File: src/rtl/tec_pkg.sv
package tec_pkg;

    ////////////////////////////////////////////////////////////////////////////////
    // Register byte offsets on the AXI4-Lite bus.
    localparam int ADDR_W = 8;
    localparam logic [7:0] CONTROL_OFS = 8'h00;
    localparam logic [7:0] TIMER_ASSIGN_OFS = 8'h04;
    localparam logic [7:0] RESULT_LOW_OFS = 8'h08;
    localparam logic [7:0] RESULT_HIGH_OFS = 8'h0C;
    localparam logic [7:0] IRQ_STATUS_OFS = 8'h10;
    localparam logic [7:0] IRQ_CLEAR_OFS = 8'h14;
    localparam logic [7:0] IRQ_ENABLE_OFS = 8'h18;

    ////////////////////////////////////////////////////////////////////////////////
    // Field positions and reset values.
    localparam int MODE_W = 4;
    localparam int CTRL_DIR_BIT = 4;
    localparam int CTRL_PORT_BIT = 5;
    localparam int CTRL_W = 6;
    localparam logic [CTRL_W-1:0] CONTROL_RESET = 6'h10;
    localparam int ASSIGN_CAP_BIT = 0;
    localparam int ASSIGN_PWM_LSB = 1;
    localparam int ASSIGN_W = 3;
    localparam logic [ASSIGN_W-1:0] ASSIGN_RESET = 3'h0;
    localparam int IRQ_CAPTURE_BIT = 0;
    localparam int IRQ_OVERRUN_BIT = 1;
    localparam int IRQ_W = 2;
    localparam logic [IRQ_W-1:0] IRQ_RESET = 2'h0;
    localparam int COUNT_W = 16;

    ////////////////////////////////////////////////////////////////////////////////
    // Mode select codes and prescale counts.
    localparam logic [MODE_W-1:0] MODE_CAP_FALL = 4'h4;
    localparam logic [MODE_W-1:0] MODE_CAP_RISE = 4'h5;
    localparam logic [MODE_W-1:0] MODE_CAP_RISE4 = 4'h6;
    localparam logic [MODE_W-1:0] MODE_CAP_RISE16 = 4'h7;
    localparam logic [MODE_W-1:0] MODE_CMP_FIRST = 4'h8;
    localparam logic [MODE_W-1:0] MODE_PWM_FIRST = 4'hC;
    localparam int PRESCALE_4 = 4;
    localparam int PRESCALE_16 = 16;

    ////////////////////////////////////////////////////////////////////////////////
    // Time base select codes and bus response codes.
    localparam logic [2:0] TB_NONE = 3'h0;
    localparam logic [2:0] TB_TIMER1 = 3'h1;
    localparam logic [2:0] TB_TIMER3 = 3'h3;
    localparam logic [2:0] TB_TIMER2 = 3'h2;
    localparam logic [2:0] TB_TIMER4 = 3'h4;
    localparam logic [2:0] TB_TIMER6 = 3'h6;
    localparam logic [2:0] TB_TIMER8 = 3'h7;
    localparam logic [1:0] RESP_OKAY = 2'h0;
    localparam logic [1:0] RESP_SLVERR = 2'h2;

    function automatic logic tec_is_capture(input logic [MODE_W-1:0] mode);
        return (mode >= MODE_CAP_FALL) && (mode <= MODE_CAP_RISE16);
    endfunction

endpackage

File: src/rtl/tec_event_if.sv
`timescale 1ns/100ps
interface tec_event_if;
    logic pin_level;
    logic [3:0] mode;
    logic capture_event;
    modport sense (input pin_level, input mode, output capture_event);
    modport user (output pin_level, output mode, input capture_event);
endinterface

File: src/rtl/tec_edge_prescaler.sv
`timescale 1ns/100ps
module tec_edge_prescaler
    import tec_pkg::*;
(
    input wire logic clk,
    input wire logic reset,
    tec_event_if.sense ev
);

    logic prev_level;
    logic [MODE_W-1:0] prev_mode;
    logic [3:0] edge_count;
    logic capture_event_q;
    logic [3:0] next_edge_count;

    wire rise = ev.pin_level & ~prev_level;
    wire fall = ~ev.pin_level & prev_level;
    wire count_mode = (ev.mode == MODE_CAP_RISE4) || (ev.mode == MODE_CAP_RISE16);
    wire [3:0] wrap = (ev.mode == MODE_CAP_RISE4) ? 4'(PRESCALE_4 - 1) : 4'(PRESCALE_16 - 1);
    // RQ10: prescaler restart on change
    wire restart = (ev.mode != prev_mode) || !tec_is_capture(ev.mode);
    // RQ2: event type per mode
    wire fire = !restart && (((ev.mode == MODE_CAP_FALL) && fall)
        || ((ev.mode == MODE_CAP_RISE) && rise)
        || (count_mode && rise && (edge_count == wrap)));

    assign next_edge_count = restart ? 4'h0
        : (count_mode && rise) ? ((edge_count == wrap) ? 4'h0 : edge_count + 4'h1)
        : edge_count;
    assign ev.capture_event = capture_event_q;

    always_ff @(posedge clk)
    begin
        if (reset)
        begin
            prev_level <= 1'b0;
            prev_mode <= 4'h0;
            edge_count <= 4'h0;
            capture_event_q <= 1'b0;
        end
        else
        begin
            prev_level <= ev.pin_level;
            prev_mode <= ev.mode;
            edge_count <= next_edge_count;
            capture_event_q <= fire;
        end
    end

endmodule // tec_edge_prescaler

File: src/rtl/tec_capture.sv
`timescale 1ns/100ps
// Summary of operation
// RQ1: Capture copies selected 16-bit timer count.
// RQ2: Mode selects falling, rising, fourth, sixteenth edge.
// RQ3: Capture sets flag; only software clears it.
// RQ4: New capture overwrites unread old result.
// RQ5: Assignment register picks timer one or three.
// RQ6: Software runs timer in synchronous mode.
// RQ7: Software makes pin input and routes it.
// RQ8: Detection samples real pin level, even driven.
// RQ9: Compare uses timer one/three; PWM others.
// RQ10: Prescaler clears on mode change or disable.
module tec_capture
    import tec_pkg::*;
(
    input wire logic clk,
    input wire logic reset,
    input wire logic [ADDR_W-1:0] s_axi_awaddr,
    input wire logic s_axi_awvalid,
    output logic s_axi_awready,
    input wire logic [31:0] s_axi_wdata,
    input wire logic [3:0] s_axi_wstrb,
    input wire logic s_axi_wvalid,
    output logic s_axi_wready,
    output logic [1:0] s_axi_bresp,
    output logic s_axi_bvalid,
    input wire logic s_axi_bready,
    input wire logic [ADDR_W-1:0] s_axi_araddr,
    input wire logic s_axi_arvalid,
    output logic s_axi_arready,
    output logic [31:0] s_axi_rdata,
    output logic [1:0] s_axi_rresp,
    output logic s_axi_rvalid,
    input wire logic s_axi_rready,
    input wire logic capture_input_pin_in,
    output logic capture_input_pin_out,
    output logic capture_input_pin_oe_n,
    input wire logic [COUNT_W-1:0] timer_one_count,
    input wire logic [COUNT_W-1:0] timer_three_count,
    output logic [2:0] time_base_sel,
    output logic irq
);

    ////////////////////////////////////////////////////////////////////////////////
    // Register state.

    logic [CTRL_W-1:0] capture_control_reg;
    logic [ASSIGN_W-1:0] timer_assignment_reg;
    logic [COUNT_W-1:0] capture_result;
    logic result_unread;
    logic [IRQ_W-1:0] irq_status;
    logic [IRQ_W-1:0] irq_enable;

    ////////////////////////////////////////////////////////////////////////////////
    // Pin synchroniser and edge prescaler.

    logic pin_meta;
    logic pin_sync;

    tec_event_if ev ();

    // RQ8: sample actual pad
    always_ff @(posedge clk)
    begin
        if (reset)
        begin
            pin_meta <= 1'b0;
            pin_sync <= 1'b0;
        end
        else
        begin
            pin_meta <= capture_input_pin_in;
            pin_sync <= pin_meta;
        end
    end

    assign ev.pin_level = pin_sync;
    assign ev.mode = capture_control_reg[MODE_W-1:0];

    tec_edge_prescaler u_prescaler (
        .clk (clk),
        .reset (reset),
        .ev (ev.sense)
    );

    wire capture_event = ev.capture_event;

    // The pin is driven only when the direction bit selects output.
    assign capture_input_pin_out = capture_control_reg[CTRL_PORT_BIT];
    assign capture_input_pin_oe_n = capture_control_reg[CTRL_DIR_BIT];

    ////////////////////////////////////////////////////////////////////////////////
    // Time base selection.

    wire use_timer_three = timer_assignment_reg[ASSIGN_CAP_BIT];
    wire [1:0] pwm_pick = timer_assignment_reg[ASSIGN_PWM_LSB +: 2];
    wire [MODE_W-1:0] mode = capture_control_reg[MODE_W-1:0];
    wire mode_active = tec_is_capture(mode) || (mode >= MODE_CMP_FIRST);
    wire mode_pwm = mode >= MODE_PWM_FIRST;
    wire [2:0] cc_base = use_timer_three ? TB_TIMER3 : TB_TIMER1;
    wire [2:0] pwm_base = (pwm_pick == 2'h0) ? TB_TIMER2
        : (pwm_pick == 2'h1) ? TB_TIMER4
        : (pwm_pick == 2'h2) ? TB_TIMER6
        : TB_TIMER8;

    // RQ9: compare and PWM bases
    assign time_base_sel = !mode_active ? TB_NONE : (mode_pwm ? pwm_base : cc_base);

    // RQ5: timer one or three
    wire [COUNT_W-1:0] selected_count = use_timer_three ? timer_three_count : timer_one_count;

    function automatic logic reg_is_mapped(input logic [ADDR_W-1:0] ofs);
        return (ofs == CONTROL_OFS) || (ofs == TIMER_ASSIGN_OFS)
            || (ofs == RESULT_LOW_OFS) || (ofs == RESULT_HIGH_OFS)
            || (ofs == IRQ_STATUS_OFS) || (ofs == IRQ_CLEAR_OFS)
            || (ofs == IRQ_ENABLE_OFS);
    endfunction

    ////////////////////////////////////////////////////////////////////////////////
    // AXI4-Lite write channel.

    logic aw_held;
    logic [ADDR_W-1:0] aw_addr;
    logic w_held;
    logic [31:0] w_data;
    logic [3:0] w_strb;

    assign s_axi_awready = !aw_held && !s_axi_bvalid;
    assign s_axi_wready = !w_held && !s_axi_bvalid;

    wire aw_take = s_axi_awvalid && s_axi_awready;
    wire w_take = s_axi_wvalid && s_axi_wready;
    wire write_go = aw_held && w_held && !s_axi_bvalid;
    wire wr_lane0 = write_go && w_strb[0];
    wire wr_control = wr_lane0 && (aw_addr == CONTROL_OFS);
    wire wr_assign = wr_lane0 && (aw_addr == TIMER_ASSIGN_OFS);
    wire wr_clear = wr_lane0 && (aw_addr == IRQ_CLEAR_OFS);
    wire wr_enable = wr_lane0 && (aw_addr == IRQ_ENABLE_OFS);
    wire wr_mapped = reg_is_mapped(aw_addr);

    always_ff @(posedge clk)
    begin
        if (reset)
        begin
            aw_held <= 1'b0;
        end
        else if (aw_take)
        begin
            aw_held <= 1'b1;
        end
        else if (write_go)
        begin
            aw_held <= 1'b0;
        end
    end

    always_ff @(posedge clk)
    begin
        if (reset)
        begin
            aw_addr <= '0;
        end
        else if (aw_take)
        begin
            aw_addr <= s_axi_awaddr;
        end
    end

    always_ff @(posedge clk)
    begin
        if (reset)
        begin
            w_held <= 1'b0;
        end
        else if (w_take)
        begin
            w_held <= 1'b1;
        end
        else if (write_go)
        begin
            w_held <= 1'b0;
        end
    end

    always_ff @(posedge clk)
    begin
        if (reset)
        begin
            w_data <= '0;
            w_strb <= '0;
        end
        else if (w_take)
        begin
            w_data <= s_axi_wdata;
            w_strb <= s_axi_wstrb;
        end
    end

    always_ff @(posedge clk)
    begin
        if (reset)
        begin
            s_axi_bvalid <= 1'b0;
            s_axi_bresp <= RESP_OKAY;
        end
        else if (write_go)
        begin
            s_axi_bvalid <= 1'b1;
            s_axi_bresp <= wr_mapped ? RESP_OKAY : RESP_SLVERR;
        end
        else if (s_axi_bready)
        begin
            s_axi_bvalid <= 1'b0;
        end
    end

    ////////////////////////////////////////////////////////////////////////////////
    // Control registers written by software.

    always_ff @(posedge clk)
    begin
        if (reset)
        begin
            capture_control_reg <= CONTROL_RESET;
        end
        else if (wr_control)
        begin
            capture_control_reg <= w_data[CTRL_W-1:0];
        end
    end

    always_ff @(posedge clk)
    begin
        if (reset)
        begin
            timer_assignment_reg <= ASSIGN_RESET;
        end
        else if (wr_assign)
        begin
            timer_assignment_reg <= w_data[ASSIGN_W-1:0];
        end
    end

    always_ff @(posedge clk)
    begin
        if (reset)
        begin
            irq_enable <= IRQ_RESET;
        end
        else if (wr_enable)
        begin
            irq_enable <= w_data[IRQ_W-1:0];
        end
    end

    ////////////////////////////////////////////////////////////////////////////////
    // AXI4-Lite read channel.

    logic [31:0] read_word;
    logic read_ok;

    assign s_axi_arready = !s_axi_rvalid;
    wire ar_take = s_axi_arvalid && s_axi_arready;
    wire rd_high = ar_take && (s_axi_araddr == RESULT_HIGH_OFS);

    always_comb
    begin
        read_word = 32'h0;
        read_ok = reg_is_mapped(s_axi_araddr);
        case (s_axi_araddr)
            CONTROL_OFS: read_word[CTRL_W-1:0] = capture_control_reg;
            TIMER_ASSIGN_OFS: read_word[ASSIGN_W-1:0] = timer_assignment_reg;
            RESULT_LOW_OFS: read_word[7:0] = capture_result[7:0];
            RESULT_HIGH_OFS: read_word[7:0] = capture_result[15:8];
            IRQ_STATUS_OFS: read_word[IRQ_W-1:0] = irq_status;
            IRQ_CLEAR_OFS: read_word = 32'h0;
            IRQ_ENABLE_OFS: read_word[IRQ_W-1:0] = irq_enable;
            default: read_word = 32'h0;
        endcase
    end

    always_ff @(posedge clk)
    begin
        if (reset)
        begin
            s_axi_rvalid <= 1'b0;
            s_axi_rdata <= 32'h0;
            s_axi_rresp <= RESP_OKAY;
        end
        else if (ar_take)
        begin
            s_axi_rvalid <= 1'b1;
            s_axi_rdata <= read_word;
            s_axi_rresp <= read_ok ? RESP_OKAY : RESP_SLVERR;
        end
        else if (s_axi_rready)
        begin
            s_axi_rvalid <= 1'b0;
        end
    end

    ////////////////////////////////////////////////////////////////////////////////
    // Capture result and interrupt flags.

    logic [IRQ_W-1:0] set_mask;
    logic [IRQ_W-1:0] clear_mask;
    logic [IRQ_W-1:0] next_irq_status;

    // RQ4: overwrite flagged as overrun
    assign set_mask = {capture_event && result_unread, capture_event};
    assign clear_mask = wr_clear ? w_data[IRQ_W-1:0] : '0;
    // RQ3: only software clears; set wins
    assign next_irq_status = (irq_status & ~clear_mask) | set_mask;

    always_ff @(posedge clk)
    begin
        if (reset)
        begin
            irq_status <= IRQ_RESET;
        end
        else
        begin
            irq_status <= next_irq_status;
        end
    end

    // RQ1: latch full timer count
    always_ff @(posedge clk)
    begin
        if (reset)
        begin
            capture_result <= '0;
        end
        else if (capture_event)
        begin
            capture_result <= selected_count;
        end
    end

    always_ff @(posedge clk)
    begin
        if (reset)
        begin
            result_unread <= 1'b0;
        end
        else
        begin
            result_unread <= capture_event || (result_unread && !rd_high);
        end
    end

    assign irq = |(irq_status & irq_enable);

endmodule // tec_capture

File: config.mk
export PLATFORM = sky130hd
export DESIGN_NAME = tec_capture
export DESIGN_NICKNAME = d
export VERILOG_FILES = /design/src/rtl/tec_pkg.sv /design/src/rtl/tec_event_if.sv /design/src/rtl/tec_edge_prescaler.sv /design/src/rtl/tec_capture.sv
export SDC_FILE = /design/constraint.sdc
export NUM_CORES = 1
export LEC_CHECK = 0
export BUFFER_PORTS_ARGS = -buffer_cell sky130_fd_sc_hd__buf_2
export CAP_MARGIN = 15
export CORE_ASPECT_RATIO = 1.1
export CORE_UTILIZATION = 30
export CTS_CLUSTER_SIZE = 28
export DETAILED_ROUTE_END_ITERATION = 6
export GPL_ROUTABILITY_DRIVEN = 0
export PLACE_DENSITY = 0.63
export SLEW_MARGIN = 20
export SYNTH_ARGS = -nofsm -noshare
export SYNTH_HDL_FRONTEND = slang
export SYNTH_SLANG_ARGS = --single-unit
File: constraint.sdc
create_clock -name clk -period 3.7 [get_ports clk]
set_clock_uncertainty 0.05 [all_clocks]
set_input_delay 0.37 -clock clk [delete_from_list [all_inputs] [get_ports clk]]
set_output_delay 0.37 -clock clk [all_outputs]
set_load 0.01 [all_outputs]
==> results.json <==
{
  "insertion_delay_ps": 330,
  "drv_cap": 0,
  "hold_end": "s_axi_rvalid",
  "holdPathStages": 2,
  "rsz0062_at_grt": "no",
  "max_stage_delay_ps": 710,
  "fp.dieW_um": 102.6,
  "grt_pass1_vias": 2517,
  "pin_count": 139,
  "clk_path_buf_depth": 2,
  "cts_max_level": 3,
  "min_from": "s_axi_rready",
  "cpMaxStageDelayCell": "or4b_2",
  "drt-wirelength-per-cell_um": 12.47,
  "clkTransAtPathRegs_ps": 50,
  "worst_slew_pin_slew_ps": 627.8,
  "top_register": "capture_result",
  "n_fill_cell": 1102,
  "tns_ps": 0,
  "synth_edf_count": 0,
  "synthCells": 365,
  "finalSetupViolations": 0,
  "synth-main-ff-cell": "dfxtp_1",
  "ant_nets": 0,
  "hpwl_um": 5405,
  "portBuffers": 83,
  "cts_buffers": 9,
  "yosysSeqAreaShare": 0.4256,
  "cp.required_ps": 3870,
  "grt_pass1_wl_um": 12230,
  "setup_ws_ps": 1658,
  "drt_iter0_markers": 109,
  "numClockSinks": 71,
  "largest_register_ffs": 16,
  "cp_top_family": "simple AND/OR/NAND/NOR gates",
  "r2r_cells": 4,
  "fin_crit_ps": 2042,
  "drv_slew": 0,
  "initial_core_util": 0.3075,
  "rows": 40,
  "r2r_end": "capture_control_reg[4]",
  "drc_errors": 0,
  "core_um2": 10860,
  "regToRegSetupSlack_ps": 1660,
  "reg.largest.list": "capture_result: 16 flops, aw_addr: 8 flops, s_axi_rdata: 8 flops",
  "antennaDiodeCount": 0,
  "routed_via_density": 4.523,
  "start_kind": "flop",
  "yosys_warnings": 0,
  "worstSetupPathType": "flop to flop",
  "async_reset_ff_frac": 0,
  "drive_gt1_frac": 0.2556,
  "max_freq_ghz": 0.4897,
  "critPathCaptureType": "flop",
  "cts_setup_buffers": 0,
  "p_leak_nw": 1.613,
  "timing_hold_violations_final": 0,
  "dp_slack_ps": 1641,
  "synth_cell_types": 50,
  "cts_resized": 0,
  "crit_arrival_ps": 2210,
  "synth_area_per_cell_um2": 9.149,
  "outcome": "completed",
  "crit_path_cell_trace": "or4b_2 -> nor4_4 -> nor2b_1 -> a211o_1",
  "whs_ps": 171.2,
  "crit_buf_inv": 0,
  "syn2layout_area_growth_pct": 22.29,
  "hold_path.class": "input port to flop",
  "power_mw": 1.817,
  "r2r-start": "aw_addr[2]",
  "ir_drop_mv": 0.1452,
  "overflow": 0,
  "period_share": 0.5520,
  "max_slew_margin": 0.5814,
  "ys_seq_elements": 71,
  "power.density_nw_per_um2": 445.0,
  "num_vias": 2682,
  "grt_max_degree": 38,
  "drt-total-wl_um": 7397,
  "dr.pass1.iters": 4,
  "grt_use_total": 0.1388,
  "die-area_um2": 11560,
  "cts_root_buf": "clkbuf_16",
  "fp.dieH_um": 112.7,
  "postCtsHoldBufs": 0,
  "nets": 534,
  "path_max_fanout": 7,
  "cts_tree": "built",
  "grt_antenna_before_repair": 0,
  "syn_area_um2": 3339
}
cell usage in the layout (no fill, tap or decap), drive strengths merged, types with 3 or more instances in the layout:
cell type / count
o21ai: 8
nand2: 30
dfxtp: 71
conb: 26
a211oi: 17
a21oi: 21
xnor2: 5
buf: 85
inv: 5
clkbuf: 13
nor2: 55
mux2i: 41
a311oi: 3
nand3b: 5
nor4: 4
nor2b: 15
logic make-up after synthesis:
logic type / synth area share
other: 0.001123
buffers and inverters: 0.08805
XOR/XNOR: 0.01311
multiplexers: 0.1431
AND/OR/NAND/NOR: 0.2076
AO/OA/AOI/OAI: 0.1177
flip-flops: 0.4256
adder cells (fa/ha/maj): 0.003746
layer usage:
layer | track usage | part of all wire
met3 | 0.03611 | 0.052
met4 | 0.06571 | 0.026
met5 | 0 | 0
met2 | 0.2151 | 0.48
met1 | 0.1776 | 0.44
where the power goes:
group	internal, mW	switching (mW)
combinational	0.0608	0.0800
clock	0.574	0.303
sequential	0.783	0.0170
total	1.42	0.400
worst reg2reg max path, stage by stage, from the launching register on:
cell and delay (ps):
dfxtp_1 350, or4b_2 710, nor4_4 450, nor2b_1 100, a211o_1 280
synthesized netlist by cell type (2+ instances only):
cell	count	area, um2
dfxtp_1	71	1421
xnor2_1	5	43.79
nand2b_1	2	12.51
nor2_1	55	206.5
and3_1	2	12.51
clkbuf_1	13	48.80
and4_1	2	17.52
inv_1	5	18.77
a311oi_1	3	26.28
o21ai_0	8	40.04
nor3_1	2	10.01
nand2_1	30	112.6
mux2i_1	41	410.4
nand3b_1	4	30.03
a21oi_1	21	105.1
mux4_2	2	45.04
and2_1	2	12.51
buf_1	4	15.01
nor2b_1	15	93.84
buf_4	26	195.2
a22oi_1	2	15.01
a22o_1	2	17.52
nand4b_1	2	17.52
a211oi_1	17	127.6
nor3b_1	2	15.01
nor4_4	2	42.54
mux2_2	2	22.52
how the worst max path moves through the flow:
stage | slack [ps] | depth (start not counted) | startpoint | end
after floorplan | 1760 | 5 | aw_addr[1] | capture_control_reg[4]
after global placement | 1680 | 4 | aw_addr[2] | capture_control_reg[4]
after detailed placement | 1640 | 4 | aw_addr[2] | capture_control_reg[4]
after CTS | 1630 | 4 | aw_addr[2] | capture_control_reg[4]
after global routing | 1530 | 4 | aw_addr[2] | capture_control_reg[4]
final | 1660 | 4 | aw_addr[2] | capture_control_reg[4]
metrics by stage:
stage               area (um2)    util  std cells
floorplan                 3433       -        390
global placement          3772  0.3474        577
detailed placement        3772  0.3474        577
CTS                       4083  0.3759        593
global route              4084  0.3760        593
finish                    4084  0.3760        593
layout make-up:
type / instances / area [um2] / share of cell area
flip-flops and latches: 71 / 1423 / 0.3483
clock buffers: 13 / 270.3 / 0.06618
well taps: 147 / 183.9 / 0.04504
inverters: 5 / 18.77 / 0.004596
multi-input cells: 269 / 1718 / 0.4206
clock inverters: 3 / 40.04 / 0.009804
repair buffers: 85 / 430.4 / 0.1054
Power figures use the tool's default switching activity.
